### src/rtl/instr_status_pkg.sv
// Shared constants and carriers for the instrument status and serial command block.
// Assumes a single 100 MHz clock and a synchronous active-high reset.
package instr_status_pkg;

  // Status byte bit positions.
  localparam int SB_OPERATION_GROUP = 7;
  localparam int SB_RQS = 6;
  localparam int SB_ESB = 5;
  localparam int SB_RESP = 4;
  localparam int SB_QUESTIONABLE_GROUP = 3;
  localparam int SB_ERRQ = 2;
  localparam logic [7:0] SB_RESERVED_MASK = 8'h03;

  // Standard event bit positions.
  localparam int SE_PON = 7;
  localparam int SE_CMD = 5;
  localparam int SE_EXE = 4;
  localparam int SE_DEV = 3;
  localparam int SE_QRY = 2;
  localparam int SE_OPC = 0;
  localparam logic [7:0] SE_USED_MASK = 8'hBD;

  // Operation group bit positions.
  localparam int OP_CAL = 0;
  localparam int OP_SETTLE = 1;
  localparam int OP_MEAS = 4;
  localparam int OP_TEST = 8;
  localparam int OP_PROG = 14;
  localparam logic [15:0] OP_USED_MASK = 16'h4113;

  // Questionable group bit positions.
  localparam int QU_TIME = 2;
  localparam int QU_TEMP = 3;
  localparam int QU_CAL = 7;
  localparam int QU_PRES = 8;
  localparam int QU_WARN = 14;
  localparam logic [15:0] QU_USED_MASK = 16'h418C;

  // Register selectors on the register port.
  typedef enum logic [3:0] {
    REG_STATUS_BYTE, REG_SRE, REG_ESR, REG_ESE,
    REG_OPERATION_GROUP_COND, REG_OPERATION_EVENT, REG_OPERATION_ENABLE,
    REG_QUESTIONABLE_GROUP_COND, REG_QUESTIONABLE_EVENT, REG_QUESTIONABLE_ENABLE
  } reg_sel_e;

  // Serial control bytes.
  localparam logic [7:0] CH_CR = 8'h0D;
  localparam logic [7:0] CH_LF = 8'h0A;
  localparam logic [7:0] CH_XOFF = 8'h13;
  localparam logic [7:0] CH_XON = 8'h11;
  localparam logic [7:0] CH_ETX = 8'h03;
  localparam logic [7:0] CH_COLON = 8'h3A;
  localparam logic [7:0] CH_SPACE = 8'h20;
  localparam logic [7:0] CH_EQUAL = 8'h3D;
  localparam logic [7:0] CH_COMMA = 8'h2C;
  localparam logic [7:0] CH_SEMI = 8'h3B;

  // Zero delay: seconds and the 1 ms tick that counts it.
  localparam int CLK_HZ = 100_000_000;
  localparam int ZERO_DELAY_S = 5;
  localparam int TICK_MS_CYCLES = CLK_HZ / 1000;
  localparam int ZERO_DELAY_MS = ZERO_DELAY_S * 1000;

  // Instrument condition inputs.
  typedef struct packed {
    logic calibrating;
    logic out_of_tol;
    logic measuring;
    logic self_test;
    logic prog_running;
    logic clock_unset;
    logic oven_bad;
    logic uncalibrated;
    logic overrange;
  } cond_s;

  // One-cycle event pulses from the command parser.
  typedef struct packed {
    logic cmd_err;
    logic exe_err;
    logic dev_err;
    logic opc;
    logic param_ignored;
  } evt_s;

endpackage : instr_status_pkg

### src/rtl/byte_fifo.sv
// Small synchronous FIFO with valid/ready on both sides.
// Assumes one clock; read data come from a register.
`timescale 1ns/10ps
module byte_fifo #(
  parameter int WIDTH = 8,
  parameter int DEPTH = 8
) (
  input wire logic clk,
  input wire logic rst,
  input wire logic flush,
  input wire logic [WIDTH-1:0] in_data,
  input wire logic in_valid,
  output logic in_ready,
  output logic [WIDTH-1:0] out_data,
  output logic out_valid,
  input wire logic out_ready
);
  localparam int AW = $clog2(DEPTH);
  logic [WIDTH-1:0] mem [DEPTH];
  logic [AW-1:0] wr_q;
  logic [AW-1:0] rd_q;
  logic [AW:0] cnt_q;
  logic push;
  logic pop;
  logic [AW-1:0] rd_next;

  assign in_ready = (cnt_q != (AW+1)'(DEPTH));
  assign push = in_valid && in_ready;
  assign pop = out_valid && out_ready;
  assign rd_next = pop ? ((rd_q == AW'(DEPTH-1)) ? '0 : rd_q + 1'b1) : rd_q;

  always_ff @(posedge clk) begin
    if (push) begin
      mem[wr_q] <= in_data;
    end
  end

  always_ff @(posedge clk) begin
    if (rst || flush) begin
      wr_q <= '0;
      rd_q <= '0;
      cnt_q <= '0;
    end else begin
      if (push) begin
        wr_q <= (wr_q == AW'(DEPTH-1)) ? '0 : wr_q + 1'b1;
      end
      if (pop) begin
        rd_q <= (rd_q == AW'(DEPTH-1)) ? '0 : rd_q + 1'b1;
      end
      cnt_q <= cnt_q + (AW+1)'(push) - (AW+1)'(pop);
    end
  end

  // Head word is presented from a register once stored.
  assign out_valid = (cnt_q != '0);
  always_ff @(posedge clk) begin
    if (rst) begin
      out_data <= '0;
    end else begin
      // A word written into the head slot comes straight from the input.
      // The memory only holds it after this edge, so reading it would be stale.
      out_data <= (push && (wr_q == rd_next)) ? in_data : mem[rd_next];
    end
  end

endmodule : byte_fifo

### src/rtl/instr_status.sv
// Status register model and serial line handling for the pressure controller.
// Assumes condition levels from the instrument and parser pulses on clk.
`timescale 1ns/10ps
module instr_status #(
  parameter int ZERO_DELAY_MS_P = instr_status_pkg::ZERO_DELAY_MS,
  parameter int TICK_CYCLES_P = instr_status_pkg::TICK_MS_CYCLES,
  parameter int FIFO_DEPTH = 8
) (
  input wire logic clk,
  input wire logic rst,
  input wire instr_status_pkg::cond_s cond,
  input wire instr_status_pkg::evt_s evt,
  input wire logic resp_request,
  input wire logic err_queue_nonempty,
  input wire logic reg_rd,
  input wire logic reg_wr,
  input wire instr_status_pkg::reg_sel_e reg_sel,
  input wire logic [15:0] reg_wdata,
  output logic [15:0] reg_rdata,
  output logic srq,
  input wire logic legacy_mode,
  input wire logic addressing_en_set,
  output logic addressing_en,
  output logic remote_flag,
  input wire logic rx_pin_byte_valid,
  input wire logic [7:0] rx_pin_byte,
  output logic [7:0] cmd_byte,
  output logic cmd_valid,
  output logic cmd_eol,
  output logic cmd_standard,
  input wire logic [7:0] resp_byte,
  input wire logic resp_valid,
  input wire logic resp_last,
  output logic resp_ready,
  output logic [7:0] tx_byte,
  output logic tx_valid,
  input wire logic tx_ready,
  input wire logic zero_cmd,
  output logic zero_valve,
  output logic zero_sensor,
  input wire logic rate_cmd,
  input wire logic rate_negative,
  output logic overshoot_low
);
  import instr_status_pkg::*;

  logic [15:0] op_cond, qu_cond, op_prev_q, qu_prev_q;
  logic [15:0] op_evt_q, qu_evt_q, op_en_q, qu_en_q;
  logic [7:0] esr_q, ese_q, sre_q, stb;
  logic rd_op_evt, rd_qu_evt, rd_esr, resp_waiting_flag;
  logic [7:0] stb_prev_q;

  always_comb begin
    op_cond = '0;
    op_cond[OP_CAL] = cond.calibrating;
    op_cond[OP_SETTLE] = cond.out_of_tol;
    op_cond[OP_MEAS] = cond.measuring;
    op_cond[OP_TEST] = cond.self_test;
    op_cond[OP_PROG] = cond.prog_running;
  end

  always_comb begin
    qu_cond = '0;
    qu_cond[QU_TIME] = cond.clock_unset;
    qu_cond[QU_TEMP] = cond.oven_bad;
    qu_cond[QU_CAL] = cond.uncalibrated;
    qu_cond[QU_PRES] = cond.overrange;
  end

  assign rd_op_evt = reg_rd && (reg_sel == REG_OPERATION_EVENT);
  assign rd_qu_evt = reg_rd && (reg_sel == REG_QUESTIONABLE_EVENT);
  assign rd_esr = reg_rd && (reg_sel == REG_ESR);

  always_ff @(posedge clk) begin
    if (rst) begin
      op_prev_q <= '0;
      qu_prev_q <= '0;
    end else begin
      op_prev_q <= op_cond;
      qu_prev_q <= qu_cond;
    end
  end

  // change latch, set wins over read clear
  always_ff @(posedge clk) begin
    if (rst) begin
      op_evt_q <= '0;
      qu_evt_q <= '0;
    end else begin
      op_evt_q <= ((rd_op_evt ? '0 : op_evt_q) | (op_cond ^ op_prev_q)) & OP_USED_MASK;
      qu_evt_q <= ((rd_qu_evt ? '0 : qu_evt_q) | (qu_cond ^ qu_prev_q)
                  | (16'(evt.param_ignored) << QU_WARN)) & QU_USED_MASK;
    end
  end

  logic [7:0] esr_set;
  always_comb begin
    esr_set = '0;
    esr_set[SE_CMD] = evt.cmd_err;
    esr_set[SE_EXE] = evt.exe_err;
    esr_set[SE_DEV] = evt.dev_err;
    esr_set[SE_OPC] = evt.opc;
    esr_set[SE_QRY] = resp_request && !resp_waiting_flag;
  end
  always_ff @(posedge clk) begin
    if (rst) begin
      esr_q <= 8'h80;
    end else begin
      esr_q <= ((rd_esr ? 8'h00 : esr_q) | esr_set) & SE_USED_MASK;
    end
  end

  always_ff @(posedge clk) begin
    if (rst) begin
      ese_q <= '0;
      sre_q <= '0;
      op_en_q <= '0;
      qu_en_q <= '0;
    end else if (reg_wr) begin
      unique case (reg_sel)
        REG_ESE: ese_q <= reg_wdata[7:0];
        REG_SRE: sre_q <= reg_wdata[7:0] & ~(8'h01 << SB_RQS);
        REG_OPERATION_ENABLE: op_en_q <= reg_wdata;
        REG_QUESTIONABLE_ENABLE: qu_en_q <= reg_wdata;
        default: ;
      endcase
    end
  end

  always_comb begin
    stb = '0;
    stb[SB_OPERATION_GROUP] = |(op_evt_q & op_en_q);
    stb[SB_ESB] = |(esr_q & ese_q);
    stb[SB_RESP] = resp_waiting_flag;
    stb[SB_QUESTIONABLE_GROUP] = |(qu_evt_q & qu_en_q);
    stb[SB_ERRQ] = err_queue_nonempty;
    stb[SB_RQS] = srq;
  end

  // service request on rising enabled bit
  always_ff @(posedge clk) begin
    if (rst) begin
      stb_prev_q <= '0;
      srq <= 1'b0;
    end else begin
      stb_prev_q <= stb;
      if (|(stb & ~stb_prev_q & sre_q & ~SB_RESERVED_MASK)) begin
        srq <= 1'b1;
      end else if (!(|(stb & sre_q & ~(8'h01 << SB_RQS)))) begin
        srq <= 1'b0;
      end
    end
  end

  always_ff @(posedge clk) begin
    if (rst) begin
      reg_rdata <= '0;
    end else if (reg_rd) begin
      unique case (reg_sel)
        REG_STATUS_BYTE: reg_rdata <= {8'h00, stb};
        REG_SRE: reg_rdata <= {8'h00, sre_q};
        REG_ESR: reg_rdata <= {8'h00, esr_q};
        REG_ESE: reg_rdata <= {8'h00, ese_q};
        REG_OPERATION_GROUP_COND: reg_rdata <= op_cond;
        REG_OPERATION_EVENT: reg_rdata <= op_evt_q;
        REG_OPERATION_ENABLE: reg_rdata <= op_en_q;
        REG_QUESTIONABLE_GROUP_COND: reg_rdata <= qu_cond;
        REG_QUESTIONABLE_EVENT: reg_rdata <= qu_evt_q;
        REG_QUESTIONABLE_ENABLE: reg_rdata <= qu_en_q;
        default: reg_rdata <= '0;
      endcase
    end
  end

  // Serial receive: three-stage pin synchroniser on the valid strobe.
  logic [2:0] rxv_sync_q;
  logic [7:0] rx_hold_q;
  always_ff @(posedge clk) begin
    if (rst) begin
      rxv_sync_q <= '0;
      rx_hold_q <= '0;
    end else begin
      rxv_sync_q <= {rxv_sync_q[1:0], rx_pin_byte_valid};
      rx_hold_q <= rx_pin_byte;
    end
  end

  logic rx_new;
  logic rxv_last_q;
  always_ff @(posedge clk) begin
    if (rst) begin
      rxv_last_q <= 1'b0;
    end else if (rxv_sync_q[1] == rxv_sync_q[2]) begin
      rxv_last_q <= rxv_sync_q[2];
    end
  end
  assign rx_new = (rxv_sync_q[1] == rxv_sync_q[2]) && rxv_sync_q[2] && !rxv_last_q;

  logic is_xoff, is_xon, is_etx, is_eol, is_sep, line_start_q, xoff_q;
  logic [7:0] folded;
  assign is_xoff = rx_hold_q == CH_XOFF;
  assign is_xon = rx_hold_q == CH_XON;
  assign is_etx = rx_hold_q == CH_ETX;
  assign is_eol = (rx_hold_q == CH_CR) || (rx_hold_q == CH_LF);
  assign is_sep = legacy_mode && !cmd_standard && ((rx_hold_q == CH_SPACE)
                  || (rx_hold_q == CH_EQUAL) || (rx_hold_q == CH_COMMA)
                  || (rx_hold_q == CH_SEMI) || (!line_start_q && rx_hold_q == CH_COLON));
  assign folded = (legacy_mode && rx_hold_q >= 8'h61 && rx_hold_q <= 8'h7A)
                  ? (rx_hold_q & 8'hDF) : rx_hold_q;

  always_ff @(posedge clk) begin
    if (rst) begin
      xoff_q <= 1'b0;
    end else if (rx_new && is_xoff) begin
      xoff_q <= 1'b1;
    end else if (rx_new && (is_xon || is_etx)) begin
      xoff_q <= 1'b0;
    end
  end

  // interrupt byte flush and addressing off
  logic flush;
  assign flush = rx_new && is_etx;
  always_ff @(posedge clk) begin
    if (rst) begin
      addressing_en <= 1'b0;
    end else if (flush) begin
      addressing_en <= 1'b0;
    end else if (addressing_en_set) begin
      addressing_en <= 1'b1;
    end
  end

  always_ff @(posedge clk) begin
    if (rst) begin
      line_start_q <= 1'b1;
      cmd_standard <= 1'b1;
    end else if (flush || (rx_new && is_eol)) begin
      line_start_q <= 1'b1;
    end else if (rx_new && !is_xoff && !is_xon) begin
      line_start_q <= 1'b0;
      if (line_start_q) begin
        cmd_standard <= !legacy_mode || (rx_hold_q == CH_COLON);
      end
    end
  end

  // commands pass without address when addressing is off
  logic rxf_in_valid, rxf_in_ready;
  assign rxf_in_valid = rx_new && !is_xoff && !is_xon && !is_etx && !is_sep;
  logic [8:0] rxf_out;
  logic rxf_out_valid;
  byte_fifo #(.WIDTH(9), .DEPTH(FIFO_DEPTH)) u_rx_fifo (
    .clk(clk),
    .rst(rst),
    .flush(flush),
    .in_data({is_eol, folded}),
    .in_valid(rxf_in_valid),
    .in_ready(rxf_in_ready),
    .out_data(rxf_out),
    .out_valid(rxf_out_valid),
    .out_ready(1'b1)
  );
  always_ff @(posedge clk) begin
    if (rst) begin
      cmd_byte <= '0;
      cmd_eol <= 1'b0;
      cmd_valid <= 1'b0;
    end else begin
      cmd_valid <= rxf_out_valid && !addressing_en;
      cmd_byte <= rxf_out[7:0];
      cmd_eol <= rxf_out[8];
    end
  end

  // responses close with CR then LF
  typedef enum {TX_DATA, TX_CR, TX_LF} tx_state_e;
  tx_state_e tx_st_q;
  logic [7:0] txf_in;
  logic txf_in_valid, txf_in_ready, txf_out_valid, txf_pop;
  always_comb begin
    txf_in = resp_byte;
    txf_in_valid = 1'b0;
    resp_ready = 1'b0;
    unique case (tx_st_q)
      TX_DATA: begin
        txf_in_valid = resp_valid;
        resp_ready = txf_in_ready;
      end
      TX_CR: begin
        txf_in = CH_CR;
        txf_in_valid = 1'b1;
      end
      TX_LF: begin
        txf_in = CH_LF;
        txf_in_valid = 1'b1;
      end
    endcase
  end
  always_ff @(posedge clk) begin
    if (rst || flush) begin
      tx_st_q <= TX_DATA;
    end else if (txf_in_valid && txf_in_ready) begin
      unique case (tx_st_q)
        TX_DATA: tx_st_q <= resp_last ? TX_CR : TX_DATA;
        TX_CR: tx_st_q <= TX_LF;
        TX_LF: tx_st_q <= TX_DATA;
      endcase
    end
  end
  assign resp_waiting_flag = (tx_st_q != TX_DATA) || txf_out_valid || resp_valid;

  assign txf_pop = tx_ready && !xoff_q;
  byte_fifo #(.WIDTH(8), .DEPTH(FIFO_DEPTH)) u_tx_fifo (
    .clk(clk),
    .rst(rst),
    .flush(flush),
    .in_data(txf_in),
    .in_valid(txf_in_valid),
    .in_ready(txf_in_ready),
    .out_data(tx_byte),
    .out_valid(txf_out_valid),
    .out_ready(txf_pop)
  );
  assign tx_valid = txf_out_valid && !xoff_q;

  assign remote_flag = legacy_mode;

  // zero valve then delay then zero
  localparam int TW = $clog2(TICK_CYCLES_P + 1);
  localparam int MW = $clog2(ZERO_DELAY_MS_P + 1);
  logic [TW-1:0] tick_q;
  logic [MW-1:0] ms_q;
  always_ff @(posedge clk) begin
    if (rst) begin
      zero_valve <= 1'b0;
      zero_sensor <= 1'b0;
      tick_q <= '0;
      ms_q <= '0;
    end else begin
      zero_sensor <= 1'b0;
      if (zero_cmd && !zero_valve) begin
        zero_valve <= 1'b1;
        tick_q <= '0;
        ms_q <= '0;
      end else if (zero_valve) begin
        if (tick_q == TW'(TICK_CYCLES_P - 1)) begin
          tick_q <= '0;
          if (ms_q == MW'(ZERO_DELAY_MS_P - 1)) begin
            zero_valve <= 1'b0;
            zero_sensor <= 1'b1;
          end else begin
            ms_q <= ms_q + 1'b1;
          end
        end else begin
          tick_q <= tick_q + 1'b1;
        end
      end
    end
  end

  always_ff @(posedge clk) begin
    if (rst) begin
      overshoot_low <= 1'b1;
    end else if (rate_cmd) begin
      overshoot_low <= !rate_negative;
    end
  end
endmodule : instr_status

### config.mk
export PLATFORM = sky130hd
export DESIGN_NAME = instr_status
export DESIGN_NICKNAME = d
export VERILOG_FILES = /design/src/rtl/instr_status_pkg.sv /design/src/rtl/byte_fifo.sv /design/src/rtl/instr_status.sv
export SDC_FILE = /design/constraint.sdc
export NUM_CORES = 1
export LEC_CHECK = 0
export BUFFER_PORTS_ARGS = -buffer_cell sky130_fd_sc_hd__buf_2
export CAP_MARGIN = 20
export CORE_MARGIN = 1.5
export CORE_UTILIZATION = 50
export DETAILED_ROUTE_END_ITERATION = 7
export GPL_TIMING_DRIVEN = 1
export PLACE_DENSITY = 0.75
export SYNTH_ARGS = -nofsm -noshare
export SYNTH_HDL_FRONTEND = slang
export SYNTH_SLANG_ARGS = --single-unit
export TNS_END_PERCENT = 20
### constraint.sdc
create_clock -name clk -period 4.5 [get_ports clk]
set_clock_uncertainty 0.1 [all_clocks]
set_input_delay 0.45 -clock clk [delete_from_list [all_inputs] [get_ports clk]]
set_output_delay 0.45 -clock clk [all_outputs]
set_load 0.1 [all_outputs]
==> metrics.yaml, run 1 <==
status: "finished clean"
design_area_sq_um: 15900
ir_drop_mv: 0.518
syn_inst: 1348
clk_latency_ps: 500
async_flop_share_pct: 0
clockBufferDepth: 3
nets: 1536
htree_levels: 2
cap_viol_max_count: 0
grt_pass1_vias: 9968
synth-seq-cells: 328
hold_slack_ps: 54.8
synth-xor-area-share_pct: 2.59
worstPathRequired_ps: 4620
rows: 60
cts_tree: "built"
ctsHoldBuffers: 0
vias_per_cell: 5.64
hold_violations: 0
dieWidth_microns: 170
synth_nets: 1441
clkTransAtPathRegs_ps: 60
synth_top_family_by_area: "simple AND/OR/NAND/NOR gates"
cts_setup_buffers: 0
clock_sinks: 328
grt_max_degree: 104
first_iter_violations: 978
endpoint_kind: "flip-flop"
grt_setup_unrepaired: "false"
slew_headroom_pct: 26.4
grt_overflow: 0
sw_frac_of_total_pct: 34.5
die_h_microns: 170
routed_wl_microns: 32400
post_synth_mux_area_share_pct: 3.10
boundaryPins: 108
vias: 10389
drive_gt1_share_pct: 14.7
coreArea_sq_um: 27100
io_buffer_count: 107
seqPwrFrac_pct: 39.5
yosysWarningCount: 0
worstPathArrival_ps: 3450
gp_congestion: 0.895
synthAdderAreaFrac_pct: 2.63
crit_fanout: 18
setup_viol_count_final: 0
area_growth_pct: 14.5
p_per_area_nw_per_um2: 557
power_frac_comb_pct: 29.2
crit_type: "reg2reg"
multi_input_area_sq_um: 5530
max_freq_mhz: 300
ctsResizeCount: 0
intPower_w: 0.00581
cts_made_buffers: 35
tns_ps: 0
antenna_found_initial: 1
yosys.area_share.simple_pct: 18.5
drt_first_pass_iters: 5
grt_pass1_wl_microns: 51500
worst_pin_slew_ps: 1100
hold_path.class: "in2reg"
ff_latch_area_sq_um: 7930
place_hpwl_microns: 21300
ys_seq_area_share_pct: 57.1
min_period_ps: 3340
synth_edf_count: 136
synth_compound_area_share_pct: 12.9
drc: 0
syn-cell-area_sq_um: 13900
wire_per_inst_microns: 17.6
p_leak_nw: 5.96
clock_power_share_pct: 31.4
root_buffer: "clkbuf_16"
netSwitchingPower_w: 0.00306
grtUsageTotal_pct: 22.4
finalMaxSlewViolations: 0
initial_utilization_pct: 51.2
final_common_cell: "nand2_1"
place_area_sq_um: 14800
syn_area_per_cell_sq_um: 10.3
ys.flop_type: "dfxtp_1"
design.die.area_sq_um: 28800
fin_crit_sh_pct: 74.1
final_cell_mix: "214 x nand2_1, 192 x dfxtp_1, 136 x edfxtp_1"
num-fill-cells: 2281
yosysUniqueCellTypes: 74
power_w: 0.00886
antenna_left: 0
worstSetupStartpointType: "flip-flop"
## power by group through the flow
stage | Combinational [W] | Sequential [W] | Clock [W]
floorplan | 0.00165 | 0.00388 | 0
global placement | 0.00250 | 0.00355 | 0
detailed placement | 0.00256 | 0.00355 | 0
CTS | 0.00259 | 0.00350 | 0.00283
global route | 0.00283 | 0.00352 | 0.00295
finish | 0.00259 | 0.00350 | 0.00278
## layout make-up
type / instances / share of cell area [%]
Tap cell: 372 / 2.93
Inverter: 39 / 0.920
Antenna cell: 1 / 0.0157
Timing Repair Buffer: 129 / 4.47
Clock buffer: 43 / 6.22
Clock inverter: 20 / 0.826
Multi-Input combinational cell: 910 / 34.8
Sequential cell: 328 / 49.8
## Yosys cell counts (all sizes together), types with 12 or more instances
cell type / count / area (sq um)
a221oi: 18 / 158
mux2i: 38 / 397
dfxtp: 192 / 3840
a311oi: 16 / 196
clkbuf: 54 / 203
xor2: 30 / 263
a21oi: 84 / 420
a311o: 21 / 210
edfxtp: 136 / 4080
ha: 26 / 325
and2: 14 / 87.6
inv: 37 / 139
o21ai: 29 / 145
a22oi: 20 / 150
and3: 12 / 75.1
nor2b: 44 / 275
buf: 17 / 86.3
nand3: 35 / 180
nand2b: 12 / 75.1
nor3: 27 / 135
nand2: 215 / 810
nor2: 131 / 492
## cells by family after synthesis
group / after synthesis
adders and majority gates: 28
xor gates and xnor gates: 41
AOI/OAI and AO/OA: 255
buffers and inverters: 110
DFF: 328
and+or+nand+nor: 545
muxes: 41
## routing by layer
layer	global-route usage, %	share of wire [%]
met1	30.6	44
met2	36.9	47
met3	3.08	6.2
met4	7.66	2.5
met5	0	0
## stage by stage
stage / cells / setup slack, ps / util [%]
3_5_place_dp: 1777 / 1230 / 54.5
4_1_cts: 1840 / 1220 / 58.6
5_1_grt: 1842 / 921 / 58.7
6_report: 1842 / 1160 / 58.7
2_1_floorplan: 1348 / 1400 / -
3_3_place_gp: 1776 / 1290 / 54.5
## worst paths after layout
path | start | end | slack (ps) | cells past startpoint
setup / recovery | rx_hold_q[1] | u_rx_fifo.mem[6][0] | 1160 | 7
hold / removal | rx_pin_byte[6] | rx_hold_q[6] | 50 | 2
setup reg to reg | rx_hold_q[1] | u_rx_fifo.mem[6][0] | 1160 | 7
hold reg to reg | rxv_sync_q[0] | rxv_sync_q[1] | 350 | 1
## flip-flops by register name, indices dropped and copies added (netlist names), 8 cells and up
| name | flops |
|---|---|
| u_rx_fifo.out_data | 9 |
| cmd_byte | 8 |
| ms_q | 13 |
| u_tx_fifo.out_data | 8 |
| qu_en_q | 16 |
| reg_rdata | 16 |
| ese_q | 8 |
| tick_q | 17 |
| rx_hold_q | 8 |
| op_en_q | 16 |
| u_tx_fifo.mem | 64 |
| u_rx_fifo.mem | 72 |
## critical path: stages (launching register included)
cell	delay, ps
dfxtp_1	670
and3b_1	260
a31oi_1	130
o211ai_1	120
a221o_1	580
or2_2	400
nor3b_1	520
buf_4	260
(Power assumes the default switching activity.)
==> run 2: changes to the inputs <==
==> constraint.sdc (replaced) <==
create_clock -name clk -period 3.48 [get_ports clk]
set_clock_uncertainty 0.1 [all_clocks]
set_input_delay 0.348 -clock clk [delete_from_list [all_inputs] [get_ports clk]]
set_output_delay 0.348 -clock clk [all_outputs]
set_load 0.1 [all_outputs]
==> metrics.yaml, run 2 (same netlist as run 1, synthesis figures left out) <==
clk_latency_ps: 500  # about the same
postLayoutCoreUtil_pct: 60.4  # +1.7 points
place_area_sq_um: 14900  # +1.0%
grt_max_degree: 136  # +31%
crit_type: "reg2reg"
top_regs: "u_rx_fifo.mem: 72 flops, u_tx_fifo.mem: 64 flops, tick_q: 17 flops"
worstPathRequired_ps: 3770  # -850 ps
grtUsageTotal_pct: 23.2  # +0.75 points
crit_family: "simple AND/OR/NAND/NOR gates"
regMostFlops: "u_rx_fifo.mem"
worstPathArrival_ps: 3430  # -20 ps
finalMaxSlewViolations: 0  # unchanged
initial_utilization_pct: 51.2  # unchanged
clockBufferDepth: 3  # unchanged
vias: 10657  # +2.6%
max_freq_mhz: 319  # +6.4%
p_leak_nw: 6.19  # +3.9%
first_iter_violations: 1006  # +2.9%
hold_path.class: "in2reg"
place_hpwl_microns: 21600  # +1.4%
cts_made_buffers: 35  # unchanged
crit_fanout: 31  # +13
cts_setup_buffers: 0  # unchanged
p_per_area_nw_per_um2: 711  # +28%
wire_per_inst_microns: 17.7  # +0.64%
io_buffer_count: 107  # unchanged
antenna_left: 0  # unchanged
cap_viol_max_count: 0  # unchanged
max_stage_delay_ps: 530  # -140 ps
routed_wl_microns: 33400  # +3.2%
nets: 1583  # +3.1%
grt_pass1_wl_microns: 53000  # +3.0%
gp_congestion: 0.876  # -2.1%
reg2regPathDepth: 7  # unchanged
antenna_cells: 0  # -1
boundaryPins: 108  # unchanged
largest_reg_flops: 72  # unchanged
worstSetupStartpointType: "flip-flop"
min_period_ps: 3130  # -202 ps
design.die.area_sq_um: 28800  # unchanged
grt_overflow: 0  # unchanged
num-fill-cells: 2202  # -3.5%
grt_setup_unrepaired: "false"
rows: 60  # unchanged
setup_viol_count_final: 0  # unchanged
drive_gt1_share_pct: 15.4  # +0.73 points
drc: 1  # +1
final_common_cell: "nand2_1"
die_h_microns: 170  # unchanged
path_cells: "ha_1 -> ha_1 -> or3b_1 -> or3b_1 -> and2_1 -> a311o_1 -> a311oi_1"
endpoint_kind: "flip-flop"
area_growth_pct: 17.8
clock_sinks: 328  # unchanged
vias_per_cell: 5.64  # about the same
antenna_found_initial: 0  # -1
hold_violations: 0  # unchanged
slew_headroom_pct: 27.2  # +0.79 points
ir_drop_mv: 0.576  # +11%
grt_use_met3_pct: 3.38  # +0.30 points
dieWidth_microns: 170  # unchanged
grt_use_met2_pct: 39.6  # +2.7 points
violations: "design-rule violations"
tns_ps: 0  # unchanged
grt.met1_usage_pct: 30.4  # -0.13 points
cpMaxStageDelayCell: "and2_1"
coreArea_sq_um: 27100  # unchanged
design_area_sq_um: 16400  # +2.9%
final_cell_mix: "214 x nand2_1, 192 x dfxtp_1, 136 x edfxtp_1"
htree_levels: 2  # unchanged
hold_depth: 2  # unchanged
cts_tree: "built"
worst-path-buf-inv: 0  # -1
grt_pass1_vias: 10212  # +2.4%
fin_crit_sh_pct: 90.0  # +16 points
drt_first_pass_iters: 8  # +3
root_buffer: "clkbuf_16"
clkTransAtPathRegs_ps: 60  # about the same
worst_pin_slew_ps: 1090  # -11.8 ps
status: "finished with violations"
worstSetupPathDepth: 7  # unchanged
top_usage_layer: "met2"
[run 2: cell count changes in the layout (fill, tap and decap cells not counted), sizes merged, moves of 2 or more]
| cell | before | now |
|---|---|---|
| clkbuf | 43 | 46 |
| clkinv | 17 | 15 |
| dlygate4sd3 | 0 | 27 |
| buf | 129 | 149 |
[run 2: worst paths after layout]
path                     startpoint                    end  slack (ps)
setup / recovery  u_tx_fifo.rd_q[0]  u_tx_fifo.out_data[5]         350
hold reg to reg       rxv_sync_q[0]          rxv_sync_q[1]         350
setup reg to reg  u_tx_fifo.rd_q[0]  u_tx_fifo.out_data[5]         350
hold / removal              cond[8]           op_prev_q[0]          10
[run 2: worst register-to-register path, stage by stage (launching register included)]
cell and delay (ps):
dfxtp_1 420, ha_1 270, ha_1 180, or3b_1 400
or3b_1 400, and2_1 530, a311o_1 440, a311oi_1 300
[run 2: final cells by class]
class	count	area, sq um	area share (%)
multi-input combinational	910	5530	33.8
tap	372	465	2.84
sequential	328	7930	48.5
timing repair buffer	176	1140	6.94
clock inverter	17	149	0.910
inverter	39	146	0.895
clock buffer	46	1010	6.18
[run 2: through the flow]
stage                     instances  hold slack [ps]  setup slack (ps)  total power [W]
after floorplan                1348              314               384          0.00715
after global placement         1796              327               604          0.00784
after detailed placement       1796              335               413          0.00794
after CTS                      1886             1.11               402           0.0117
after global routing           1888             6.08               154           0.0122
final                          1888             11.9               347           0.0116
[run 2: power by group]
group | switching [W] | total (W) | internal, W
Combinational | 0.00231 | 0.00343 | 0.00112
Clock | 0.00148 | 0.00368 | 0.00220
Sequential | 0.000177 | 0.00452 | 0.00434
Total | 0.00397 | 0.0116 | 0.00766
[run 2: metal layers]
layer,up-vias,wire length (microns)
li1,5089,-
met1,5089,14200
met2,405,16200
met3,74,2210
met4,0,851
met5,-,0
[run 2: repair_timing]
item | in CTS | in global routing
resized for setup | 0 | 0
hold buffers | 27 | 0
hold endpoints to repair | 32 | 0
